File: src/pgm_pkg.sv
/*
 Package for the pin port block: register indices, field widths, reset values
 and the operating mode encoding.
 Assumes a Wishbone classic slave with 32-bit data, one register per word.
*/
package pgm_pkg;
   // ---------------------------------------------------------------
   // Register map (printed offsets are indices, byte address is 4x)
   // ---------------------------------------------------------------
   localparam int PORT_W = 8;
   localparam int ADDR_W = 18;
   localparam logic [15:0] IDX_PULLUP = 16'hffae;
   localparam logic [15:0] IDX_DIR = 16'hffb4;
   localparam logic [15:0] IDX_LATCH = 16'hffb6;
   localparam logic [7:0] RST_PULLUP = 8'h00;
   localparam logic [7:0] RST_DIR = 8'h00;
   localparam logic [7:0] RST_LATCH = 8'h00;
   localparam logic [7:0] DIR_READ_VAL = 8'hff;
   localparam logic [31:0] UNMAPPED_VAL = 32'h0000_0000;
   // ---------------------------------------------------------------
   // Operating modes
   // ---------------------------------------------------------------
   localparam logic [1:0] MODE_EXP1 = 2'h1;
   localparam logic [1:0] MODE_EXP2 = 2'h2;
   localparam logic [1:0] MODE_SINGLE = 2'h3;
   // Pin function selected by mode and slave enable
   typedef enum logic [1:0] {PFN_EXT_BUS, PFN_GPIO, PFN_DPRAM} pgm_pinfn_t;
endpackage

File: src/pgm_pin_cell.sv
/*
 One pin cell: output enable and pull-up decision for a single pin.
 Assumes pin function and standby states are decoded by the parent.
*/
`timescale 1ns/1ps
`default_nettype none
module pgm_pin_cell
   import pgm_pkg::*;
(
   input wire logic sys_clk,
   input wire logic rstn,
   input wire pgm_pkg::pgm_pinfn_t pinFn,
   input wire logic holdOff,
   input wire logic dirBit,
   input wire logic pullBit,
   input wire logic busOe,
   input wire logic busOut,
   input wire logic latchBit,
   output logic pinOe_q,
   output logic pinOut_q,
   output logic pinPull_q
);
   import pgm_pkg::*;

   // ---------------------------------------------------------------
   // Registered pin drive
   // ---------------------------------------------------------------
   // Outputs registered so the pad sees no decode glitches
   always_ff @(posedge sys_clk) begin
      if (!rstn) begin
         pinOe_q <= 1'b0;
         pinOut_q <= 1'b0;
      end else begin
         unique case (pinFn)
            PFN_EXT_BUS, PFN_DPRAM: begin
               pinOe_q <= busOe && !holdOff; // RULE2 RULE3 RULE6 RULE7
               pinOut_q <= busOut;
            end
            PFN_GPIO: begin
               pinOe_q <= dirBit; // RULE4
               pinOut_q <= latchBit;
            end
            default: begin
               pinOe_q <= 1'b0;
               pinOut_q <= 1'b0;
            end
         endcase
      end
   end

   // Pull-up only for an input pin in plain GPIO use
   always_ff @(posedge sys_clk) begin
      if (!rstn) begin
         pinPull_q <= 1'b0;
      end else begin
         pinPull_q <= (pinFn == PFN_GPIO) && !dirBit && pullBit; // RULE11 RULE13
      end
   end
endmodule
`default_nettype wire

File: src/pgm_port3.sv
/*
 Top of the 8-bit shared pin port: Wishbone register slave, mode decode and
 one pin cell per pin.
 Assumes mode, slave enable and standby levels come from system control,
 and that pin inputs are synchronous to sys_clk.
*/
// Our own choice: register access over Wishbone.
`timescale 1ns/1ps
`default_nettype none

// Overview of operation
// [RULE1] Direction register is write-only; reads return all ones.
// [RULE2] Modes 1 and 2 ignore direction; pins are the external data bus.
// [RULE3] External data bus floats in reset, hardware and software standby.
// [RULE4] Mode 3 without slave: direction 1 drives latch, 0 is input.
// [RULE5] Direction clears on reset and hardware standby, holds in software standby.
// [RULE6] Slave enable in mode 3 clears direction and gives pins to dual-port bus.
// [RULE7] Dual-port bus floats during software standby.
// [RULE8] Reset or hardware standby clears slave enable and direction.
// [RULE9] Data read gives latch for outputs, pin level for inputs.
// [RULE10] Output latch clears on reset and hardware standby, holds in software standby.
// [RULE11] Mode 3 GPIO pull-up on exactly when direction 0 and pull bit 1.
// [RULE12] Pull-up register clears on reset and hardware standby, holds otherwise.
// [RULE13] Pull-ups off in modes 1, 2, slave mode, reset and hardware standby.
// [RULE14] Software should clear the latch when choosing slave mode.
// [RULE15] Software clears slave enable and direction before setting a pull bit.
// [RULE16] Mode, slave enable and standby states are inputs from system control.
module pgm_port3
   import pgm_pkg::*;
#(
   parameter int WIDTH = PORT_W
)
(
   input wire logic sys_clk,
   input wire logic rstn,
   // Wishbone classic slave
   input wire logic wb_cyc_i,
   input wire logic wb_stb_i,
   input wire logic wb_we_i,
   input wire logic [pgm_pkg::ADDR_W-1:0] wb_adr_i,
   input wire logic [3:0] wb_sel_i,
   input wire logic [31:0] wb_dat_i,
   output logic [31:0] wb_dat_o,
   output logic wb_ack_o,
   // System control levels
   input wire logic [1:0] opMode,
   input wire logic dualPortSlaveEnable,
   input wire logic hwStandby,
   input wire logic swStandby,
   // External data bus and dual-port bus sources
   input wire logic extBusOe,
   input wire logic [WIDTH-1:0] extBusOut,
   input wire logic dpBusOe,
   input wire logic [WIDTH-1:0] dpBusOut,
   output logic [WIDTH-1:0] pinIn_q,
   // Pads
   input wire logic [WIDTH-1:0] padIn,
   output logic [WIDTH-1:0] padOut,
   output logic [WIDTH-1:0] padOe,
   output logic [WIDTH-1:0] padPullup
);
   import pgm_pkg::*;

   // ---------------------------------------------------------------
   // State and decode
   // ---------------------------------------------------------------
   logic [WIDTH-1:0] pinDirection_q;
   logic [WIDTH-1:0] pinOutputLatch_q;
   logic [WIDTH-1:0] pinPullupEnable_q;
   logic slaveMode;
   logic hwClear;
   logic wbReq;
   logic wbWrite;
   logic [15:0] regIdx;
   logic idxOk;
   pgm_pinfn_t pinFn;
   logic [WIDTH-1:0] portRead;
   logic [WIDTH-1:0] pinOeInt;
   logic [WIDTH-1:0] busOeSel;
   logic [WIDTH-1:0] busOutSel;
   logic busHold;

   // Slave enable only counts in single-chip mode
   assign slaveMode = dualPortSlaveEnable && (opMode == MODE_SINGLE); // RULE16 RULE6
   // Hardware standby acts like reset on the direction, latch and pull-up registers and the pin cells
   assign hwClear = hwStandby; // RULE8
   assign wbReq = wb_cyc_i && wb_stb_i && !wb_ack_o;
   assign wbWrite = wbReq && wb_we_i && wb_sel_i[0];
   // Word index from the byte address; low two bits must be zero
   assign regIdx = wb_adr_i[ADDR_W-1:2];
   assign idxOk = (wb_adr_i[1:0] == 2'b00);

   // Pin function from mode and slave enable
   always_comb begin
      if (opMode == MODE_EXP1 || opMode == MODE_EXP2) begin
         pinFn = PFN_EXT_BUS; // RULE2
      end else if (slaveMode) begin
         pinFn = PFN_DPRAM; // RULE6
      end else begin
         pinFn = PFN_GPIO;
      end
   end

   // Bus drivers float in standby; reset is covered by the pin cell reset
   always_comb begin
      busHold = hwStandby || swStandby; // RULE3 RULE7
      if (pinFn == PFN_DPRAM) begin
         busOeSel = {WIDTH{dpBusOe}};
         busOutSel = dpBusOut;
      end else begin
         busOeSel = {WIDTH{extBusOe}};
         busOutSel = extBusOut;
      end
   end

   // ---------------------------------------------------------------
   // Registers
   // ---------------------------------------------------------------
   // Direction: cleared by reset, hardware standby and slave mode
   always_ff @(posedge sys_clk) begin
      if (!rstn || hwClear) begin
         pinDirection_q <= RST_DIR; // RULE5 RULE8
      end else if (slaveMode) begin
         pinDirection_q <= RST_DIR; // RULE6
      end else if (wbWrite && idxOk && regIdx == IDX_DIR) begin
         pinDirection_q <= wb_dat_i[WIDTH-1:0];
      end
   end

   // Output latch; software standby simply leaves it alone
   always_ff @(posedge sys_clk) begin
      if (!rstn || hwClear) begin
         pinOutputLatch_q <= RST_LATCH; // RULE10
      end else if (wbWrite && idxOk && regIdx == IDX_LATCH) begin
         pinOutputLatch_q <= wb_dat_i[WIDTH-1:0];
      end
   end

   // Pull-up control, readable and writable
   always_ff @(posedge sys_clk) begin
      if (!rstn || hwClear) begin
         pinPullupEnable_q <= RST_PULLUP; // RULE12
      end else if (wbWrite && idxOk && regIdx == IDX_PULLUP) begin
         pinPullupEnable_q <= wb_dat_i[WIDTH-1:0];
      end
   end

   // Sampled pin levels, visible to the bus masters outside
   always_ff @(posedge sys_clk) begin
      if (!rstn) begin
         pinIn_q <= '0;
      end else begin
         pinIn_q <= padIn;
      end
   end

   // Port read mixes latch and pin per direction bit
   assign portRead = (pinDirection_q & pinOutputLatch_q) | (~pinDirection_q & pinIn_q); // RULE9

   // ---------------------------------------------------------------
   // Wishbone slave: one wait-free answer one cycle after request
   // ---------------------------------------------------------------
   always_ff @(posedge sys_clk) begin
      if (!rstn) begin
         wb_ack_o <= 1'b0;
      end else begin
         wb_ack_o <= wbReq;
      end
   end

   // Read data; unmapped indices read zero and still get ack
   always_ff @(posedge sys_clk) begin
      if (!rstn) begin
         wb_dat_o <= UNMAPPED_VAL;
      end else if (wbReq && !wb_we_i) begin
         wb_dat_o <= UNMAPPED_VAL;
         if (idxOk && regIdx == IDX_DIR) begin
            wb_dat_o[WIDTH-1:0] <= DIR_READ_VAL; // RULE1
         end else if (idxOk && regIdx == IDX_LATCH) begin
            wb_dat_o[WIDTH-1:0] <= portRead; // RULE9
         end else if (idxOk && regIdx == IDX_PULLUP) begin
            wb_dat_o[WIDTH-1:0] <= pinPullupEnable_q;
         end
      end
   end

   // ---------------------------------------------------------------
   // Pin cells
   // ---------------------------------------------------------------
   generate
      for (genvar i = 0; i < WIDTH; i++) begin : g_pin
         pgm_pin_cell u_cell (
            .sys_clk(sys_clk),
            .rstn(rstn && !hwStandby), // RULE13
            .pinFn(pinFn),
            .holdOff(busHold),
            .dirBit(pinDirection_q[i]),
            .pullBit(pinPullupEnable_q[i]),
            .busOe(busOeSel[i]),
            .busOut(busOutSel[i]),
            .latchBit(pinOutputLatch_q[i]),
            .pinOe_q(pinOeInt[i]),
            .pinOut_q(padOut[i]),
            .pinPull_q(padPullup[i])
         );
      end
   endgenerate
   assign padOe = pinOeInt;

   // ---------------------------------------------------------------
   // Assertions
   // ---------------------------------------------------------------
   // Mode and pin checks, all of them off while reset is held
   AST_DIR_READ_ONES: assert property (@(posedge sys_clk) disable iff (!rstn) // RULE1
      (wbReq && !wb_we_i && idxOk && regIdx == IDX_DIR) |=> wb_dat_o[WIDTH-1:0] == DIR_READ_VAL)
      else $error("direction read not all ones");
   AST_EXT_BUS_FLOAT: assert property (@(posedge sys_clk) disable iff (!rstn) // RULE3
      (pinFn == PFN_EXT_BUS && (hwStandby || swStandby)) |=> padOe == '0)
      else $error("external bus driven in standby");
   AST_GPIO_DRIVE: assert property (@(posedge sys_clk) disable iff (!rstn) // RULE4
      (pinFn == PFN_GPIO && !hwStandby) |=> (padOe == $past(pinDirection_q)))
      else $error("gpio enable differs from direction");
   AST_HW_CLEAR: assert property (@(posedge sys_clk) disable iff (!rstn) // RULE8
      hwStandby |=> (pinDirection_q == RST_DIR && pinOutputLatch_q == RST_LATCH
                     && pinPullupEnable_q == RST_PULLUP))
      else $error("hardware standby did not clear registers");
   AST_SLAVE_DIR: assert property (@(posedge sys_clk) disable iff (!rstn) // RULE6
      slaveMode |=> pinDirection_q == RST_DIR)
      else $error("slave mode left direction set");
   AST_SW_HOLD: assert property (@(posedge sys_clk) disable iff (!rstn) // RULE5
      (swStandby && !hwStandby && !slaveMode && !wbWrite) |=> $stable(pinDirection_q))
      else $error("direction changed in software standby");
   AST_DP_FLOAT: assert property (@(posedge sys_clk) disable iff (!rstn) // RULE7
      (pinFn == PFN_DPRAM && swStandby) |=> padOe == '0)
      else $error("dual-port bus driven in software standby");
   AST_PULL_OFF: assert property (@(posedge sys_clk) disable iff (!rstn) // RULE13
      (pinFn != PFN_GPIO || hwStandby) |=> padPullup == '0)
      else $error("pull-up on outside gpio mode");
   AST_PULL_ON: assert property (@(posedge sys_clk) disable iff (!rstn) // RULE11
      (pinFn == PFN_GPIO && !hwStandby) |=> padPullup == $past(~pinDirection_q & pinPullupEnable_q))
      else $error("pull-up mismatch");
   AST_ACK_ONE: assert property (@(posedge sys_clk) disable iff (!rstn)
      wb_ack_o |=> !wb_ack_o)
      else $error("ack held two cycles");

   // ---------------------------------------------------------------
   // Assertions: data paths and register contents
   // ---------------------------------------------------------------
   // Register selects for the checks below; standby of either kind
   // floats the shared buses
   logic chkDirSel;
   logic chkLatchSel;
   logic chkPullSel;
   logic chkStandby;
   assign chkDirSel = idxOk && (regIdx == IDX_DIR);
   assign chkLatchSel = idxOk && (regIdx == IDX_LATCH);
   assign chkPullSel = idxOk && (regIdx == IDX_PULLUP);
   assign chkStandby = hwStandby || swStandby;

   // Expanded modes: the pins follow the external bus drive, one cycle late
   AST_EXT_DRIVE: assert property (@(posedge sys_clk) disable iff (!rstn) // RULE2
      (pinFn == PFN_EXT_BUS && extBusOe && !chkStandby)
      |=> (padOe == '1 && padOut == $past(extBusOut)))
      else $error("external bus not driven onto pins");

   // Slave mode: the dual-port bus owns all pins while no standby is active
   AST_DP_DRIVE: assert property (@(posedge sys_clk) disable iff (!rstn) // RULE6
      (pinFn == PFN_DPRAM && dpBusOe && !chkStandby)
      |=> (padOe == '1 && padOut == $past(dpBusOut)))
      else $error("dual-port bus not driven onto pins");

   // Plain GPIO: pad data is the output latch
   AST_GPIO_DATA: assert property (@(posedge sys_clk) disable iff (!rstn) // RULE4
      (pinFn == PFN_GPIO && !hwStandby)
      |=> padOut == $past(pinOutputLatch_q))
      else $error("gpio pad data differs from latch");

   // Hardware standby floats every pin and drops every pull-up
   AST_HW_FLOAT: assert property (@(posedge sys_clk) disable iff (!rstn) // RULE3
      hwStandby
      |=> (padOe == '0 && padPullup == '0))
      else $error("pin driven in hardware standby");

   // Reset is the event here, so this check has no disable
   AST_RESET_CLEAR: assert property (@(posedge sys_clk) // RULE8
      !rstn |=> (pinDirection_q == RST_DIR && pinOutputLatch_q == RST_LATCH
         && pinPullupEnable_q == RST_PULLUP && padOe == '0 && padPullup == '0))
      else $error("reset did not clear port state");

   // A direction write lands unless slave mode or hardware standby overrides it
   AST_DIR_WRITE: assert property (@(posedge sys_clk) disable iff (!rstn) // RULE4
      (wbWrite && chkDirSel && !slaveMode && !hwClear)
      |=> pinDirection_q == $past(wb_dat_i[WIDTH-1:0]))
      else $error("direction write lost");

   // A latch write lands in the cycle the slave takes it
   AST_LATCH_WRITE: assert property (@(posedge sys_clk) disable iff (!rstn) // RULE9
      (wbWrite && chkLatchSel && !hwClear)
      |=> pinOutputLatch_q == $past(wb_dat_i[WIDTH-1:0]))
      else $error("latch write lost");

   // Only a write or hardware standby may move the latch; software standby may not
   AST_LATCH_HOLD: assert property (@(posedge sys_clk) disable iff (!rstn) // RULE10
      (!hwClear && !(wbWrite && chkLatchSel))
      |=> $stable(pinOutputLatch_q))
      else $error("latch changed without a write");

   // Same for the pull-up control
   AST_PULL_HOLD: assert property (@(posedge sys_clk) disable iff (!rstn) // RULE12
      (!hwClear && !(wbWrite && chkPullSel))
      |=> $stable(pinPullupEnable_q))
      else $error("pull-up control changed without a write");

   // Port read: latch bits for outputs, sampled pins for inputs
   AST_PORT_READ: assert property (@(posedge sys_clk) disable iff (!rstn) // RULE9
      (wbReq && !wb_we_i && chkLatchSel) |=> wb_dat_o[WIDTH-1:0]
         == $past((pinDirection_q & pinOutputLatch_q) | (~pinDirection_q & pinIn_q)))
      else $error("port read mixes latch and pins wrongly");

   // Pull-up control reads back as written
   AST_PULL_READ: assert property (@(posedge sys_clk) disable iff (!rstn) // RULE12
      (wbReq && !wb_we_i && chkPullSel)
      |=> wb_dat_o[WIDTH-1:0] == $past(pinPullupEnable_q))
      else $error("pull-up control read back wrong");

   // Unused upper data bits read zero on every answer
   AST_READ_UPPER: assert property (@(posedge sys_clk) disable iff (!rstn)
      wb_ack_o
      |-> wb_dat_o[31:WIDTH] == '0)
      else $error("upper read data not zero");

   // One answer per request, in the next cycle
   AST_ACK_NEXT: assert property (@(posedge sys_clk) disable iff (!rstn)
      wbReq
      |=> wb_ack_o)
      else $error("request not answered in one cycle");

   // Main scenarios the run should pass through
   COV_GPIO_OUT: cover property (@(posedge sys_clk) pinFn == PFN_GPIO && padOe != '0);
   COV_SLAVE: cover property (@(posedge sys_clk) pinFn == PFN_DPRAM && padOe != '0);
   COV_EXT: cover property (@(posedge sys_clk) pinFn == PFN_EXT_BUS && swStandby);
   COV_PULL: cover property (@(posedge sys_clk) padPullup != '0);
   COV_SW_OUT: cover property (@(posedge sys_clk) pinFn == PFN_GPIO && swStandby && padOe != '0);
endmodule
`default_nettype wire

File: config.mk
export PLATFORM = sky130hd
export DESIGN_NAME = pgm_port3
export DESIGN_NICKNAME = d
export VERILOG_FILES = /design/src/pgm_pkg.sv /design/src/pgm_pin_cell.sv /design/src/pgm_port3.sv
export SDC_FILE = /design/constraint.sdc
export NUM_CORES = 1
export LEC_CHECK = 0
export ABC_CLOCK_PERIOD_IN_PS = 2160
export BUFFER_PORTS_ARGS = -buffer_cell sky130_fd_sc_hd__buf_2
export CAP_MARGIN = 25
export CORE_ASPECT_RATIO = 0.7
export CORE_MARGIN = 8
export CORE_UTILIZATION = 47
export DETAILED_ROUTE_END_ITERATION = 12
export PLACE_DENSITY = 0.91
export SETUP_SLACK_MARGIN = 0.4
export SYNTH_ARGS = -nofsm -noshare
export SYNTH_HDL_FRONTEND = slang
export SYNTH_SLANG_ARGS = --single-unit
export TNS_END_PERCENT = 50
File: constraint.sdc
create_clock -name sys_clk -period 2.16 [get_ports sys_clk]
set_input_delay 0.324 -clock sys_clk [delete_from_list [all_inputs] [get_ports sys_clk]]
set_output_delay 0.324 -clock sys_clk [all_outputs]
set_load 0.05 [all_outputs]
==> metrics.txt <==
Die Y 85.6 um; number of global-route vias before repair 2887; max-slew headroom at the worst pin 46.0%; postcts setup bufs 0; proportion of layout cells with a drive suffix above 1 37.2%; Worst Path Max Fanout 24; number of cells in the design after placement approximately 510; critical path, cell by cell nand3b_4 -> or4_4 -> o41ai_1 -> a21oi_1; Crit. End Element register; Final GP Congestion 0.904; clock network latency to the later pin of the worst-skew pair 0.34 ns; biggest area contributors in the synthesized netlist dfxtp_1 (40%), buf_4 (11%), a21oi_1 (6.3%); origin of the worst setup path wb_ack_o; XOR/XNOR share of the synthesized area 0%; half-perimeter wire length of the detailed placement result 7270 um; clock root buffer master clkbuf_8; Row Count 25; warnings from Yosys 0; # IOs about 160; final count of hold timing violations 0; slack of the worst reg-to-reg path 0.36 ns; CP Depth 4; largest net degree at the start of global routing 33; area share of the leading cell type in the synthesized netlist 40.0%; Post-synth ARST share 0%; CTS Buf Count 9; post-synthesis instance area 3250 um2; number of buffer cells added on primary ports 103; initial antenna violation count 0; Post-Place Worst Slack about 0.21 ns; slew at the pin closest to its max-slew limit slightly above 0.8 ns; sequential fraction of the synthesis area 40.0%; reg2reg path depth 4; fin crit period 1.80 ns; RSZ-0062 raised after global routing true; overall power consumption 2.76 mW; number of remaining DRC errors 0; part of the cycle the worst path needs 83.4%; Routed Antenna Nets 0; Setup Skew 0.00719 ns; Bufs on Longest Clock Path 2; initial core utilization 48.4%; post-cts gate resize count 0; routed wire length 9230 um; Routed wire per std cell 17.4 um; die area 9880 um2; startpoint of the lowest-slack register-to-register path wb_ack_o; total power divided by cell area 719 nW/um2; count of fill cells added during filler insertion 630; Pleak 1.59 nW; htree depth 3; Final #Nets 522; routed vias/inst 5.43; simple-gate share of the synthesized area 19.7%; endpoint of the worst setup timing path pinOutputLatch_q[0]; violation count after the first detailed-routing iteration about 220; critical setup path kind register to register; number of iterations in the first detailed-routing pass 5; top cell type by total area after synthesis dfxtp_1; multiplexer share of the synthesized area 7.70%; final number of setup-violating endpoints 0; hold buffer count at cts 0; remaining global-route overflow 0; Synth-to-Final Area Change 17.9%; number of antenna repair diodes 0; class of the worst hold path primary input to register; Commonest cells post-synth dfxtp_1 (65), buf_4 (49), a21oi_1 (41); main combinational cell family by area after synthesis simple AND/OR/NAND/NOR gates; clock sinks 65; Final TNS setup 0 ns; max-slew violations 0; TritonCTS clock tree done; count of unique library cells instantiated by Yosys 37; wire length of the first global-routing pass ~14000 um; cell with the largest stage delay on the worst path or4_4; critical path's top delay family simple AND/OR/NAND/NOR gates; mean cell area of the mapped netlist between 9 and 10 um2; max cap viols 0; Reg2Reg Capture Point pinOutputLatch_q[0]; area of the placeable core 6730 um2; Die X 115 um; adder-cell share of the synthesized area 0.385%; fraction of the mapped netlist area in compound gates between 10% and 20%; Cells after Synth 350; post-route non-filler standard cell count 530; endpoint required time on the critical path 2.37 ns; VDD IR-drop max 517 uV; most frequent cell after synthesis dfxtp_1; Total Routing Usage GR 18.9%; vias post-DR between 2000 and 3000; number of synthesized register bits 65; number of enable flip-flop cells after synthesis 0; max incr delay on CP just over 0.6 ns; total buffers and inverters traversed by the critical path 0; clock-pin slew on the worst setup and hold paths 0.07 ns; arrival time at the worst endpoint 2.01 ns; peak clock frequency supported by timing between 0.5 and 0.6 GHz; Setup crit start kind register; setup slack of the critical path after layout approximately 0.36 ns; most frequently used flop master after synthesis dfxtp_1; result of the run complete, no violations
cells in the final DEF (no fill, tap or decap), types with 12 or more instances in the layout:
cell | Yosys | routed
nor2_1 | 14 | 14
nand4_1 | 16 | 16
a21oi_1 | 41 | 41
nand3_1 | 18 | 18
buf_4 | 49 | 13
conb_1 | 1 | 24
dfxtp_1 | 65 | 64
nand2_1 | 24 | 24
buf_2 | 5 | 103
mux2i_1 | 16 | 16
o41ai_2 | 12 | 12
routing by layer:
metal  global-route usage (%)  part of all wire, %
met1                     22.4                   40
met2                     28.7                   46
met3                     9.54                   12
met4                     6.77                  2.1
met5                        0                    0
worst min-delay path by stage:
stage / startpoint / to / slack (ns) / depth (start not counted)
2_1_floorplan: pinOutputLatch_q[3] / pinOutputLatch_q[3] / 0.44 / 2
3_3_place_gp: pinOutputLatch_q[5] / pinOutputLatch_q[5] / 0.47 / 2
3_5_place_dp: pinOutputLatch_q[4] / pinOutputLatch_q[4] / 0.49 / 2
4_1_cts: padIn[3] / pinIn_q[3] / 0.16 / 2
5_1_grt: padIn[7] / pinIn_q[7] / 0.16 / 2
6_report: padIn[0] / pinIn_q[0] / 0.18 / 2
cell families (layout without fill, tap and decap cells):
logic type / after synthesis / in the layout
other: 1 / 24
AO/OA/AOI/OAI: 82 / 82
buffers and inverters: 71 / 134
multiplexers: 24 / 24
AND/OR/NAND/NOR: 106 / 106
flip-flops: 65 / 65
adder cells (fa/ha/maj): 1 / 1
sequential cells by signal (all words and copies together), names as in the netlist:
signal and count:
g_pin.u_cell.pinOe_q 8, pinIn_q 8, g_pin.u_cell.pinOut_q 8, pinDirection_q 8, g_pin.u_cell.pinPull_q 8, pinPullupEnable_q 8, wb_ack_o 1, wb_dat_o 8
pinOutputLatch_q 8
cell type report:
class | instances | area (um2) | share of cell area, %
inverters | 2 | 7.51 | 0.196
clock buffers | 11 | 163 | 4.24
clock inverters | 5 | 60.1 | 1.57
flip-flops and latches | 65 | 1310 | 34.0
well taps | 94 | 118 | 3.07
multi-input cells | 237 | 1570 | 40.9
repair buffers | 116 | 613 | 16.0
stage by stage:
stage	cell area, um2	utilization [%]	hold WS [ns]
after floorplan	3360	-	0.444
after global placement	3610	53.7	0.474
after detailed placement	3610	53.7	0.486
after CTS	3830	57.0	0.165
after global routing	3830	57.0	0.160
final	3830	57.0	0.183
where the power goes:
part | total [mW] | internal, mW | switching, mW
clock network | 1.12 | 0.638 | 0.478
logic | 0.411 | 0.109 | 0.303
registers | 1.23 | 1.22 | 0.00965
No activity file was read; power rests on OpenSTA's default activity.
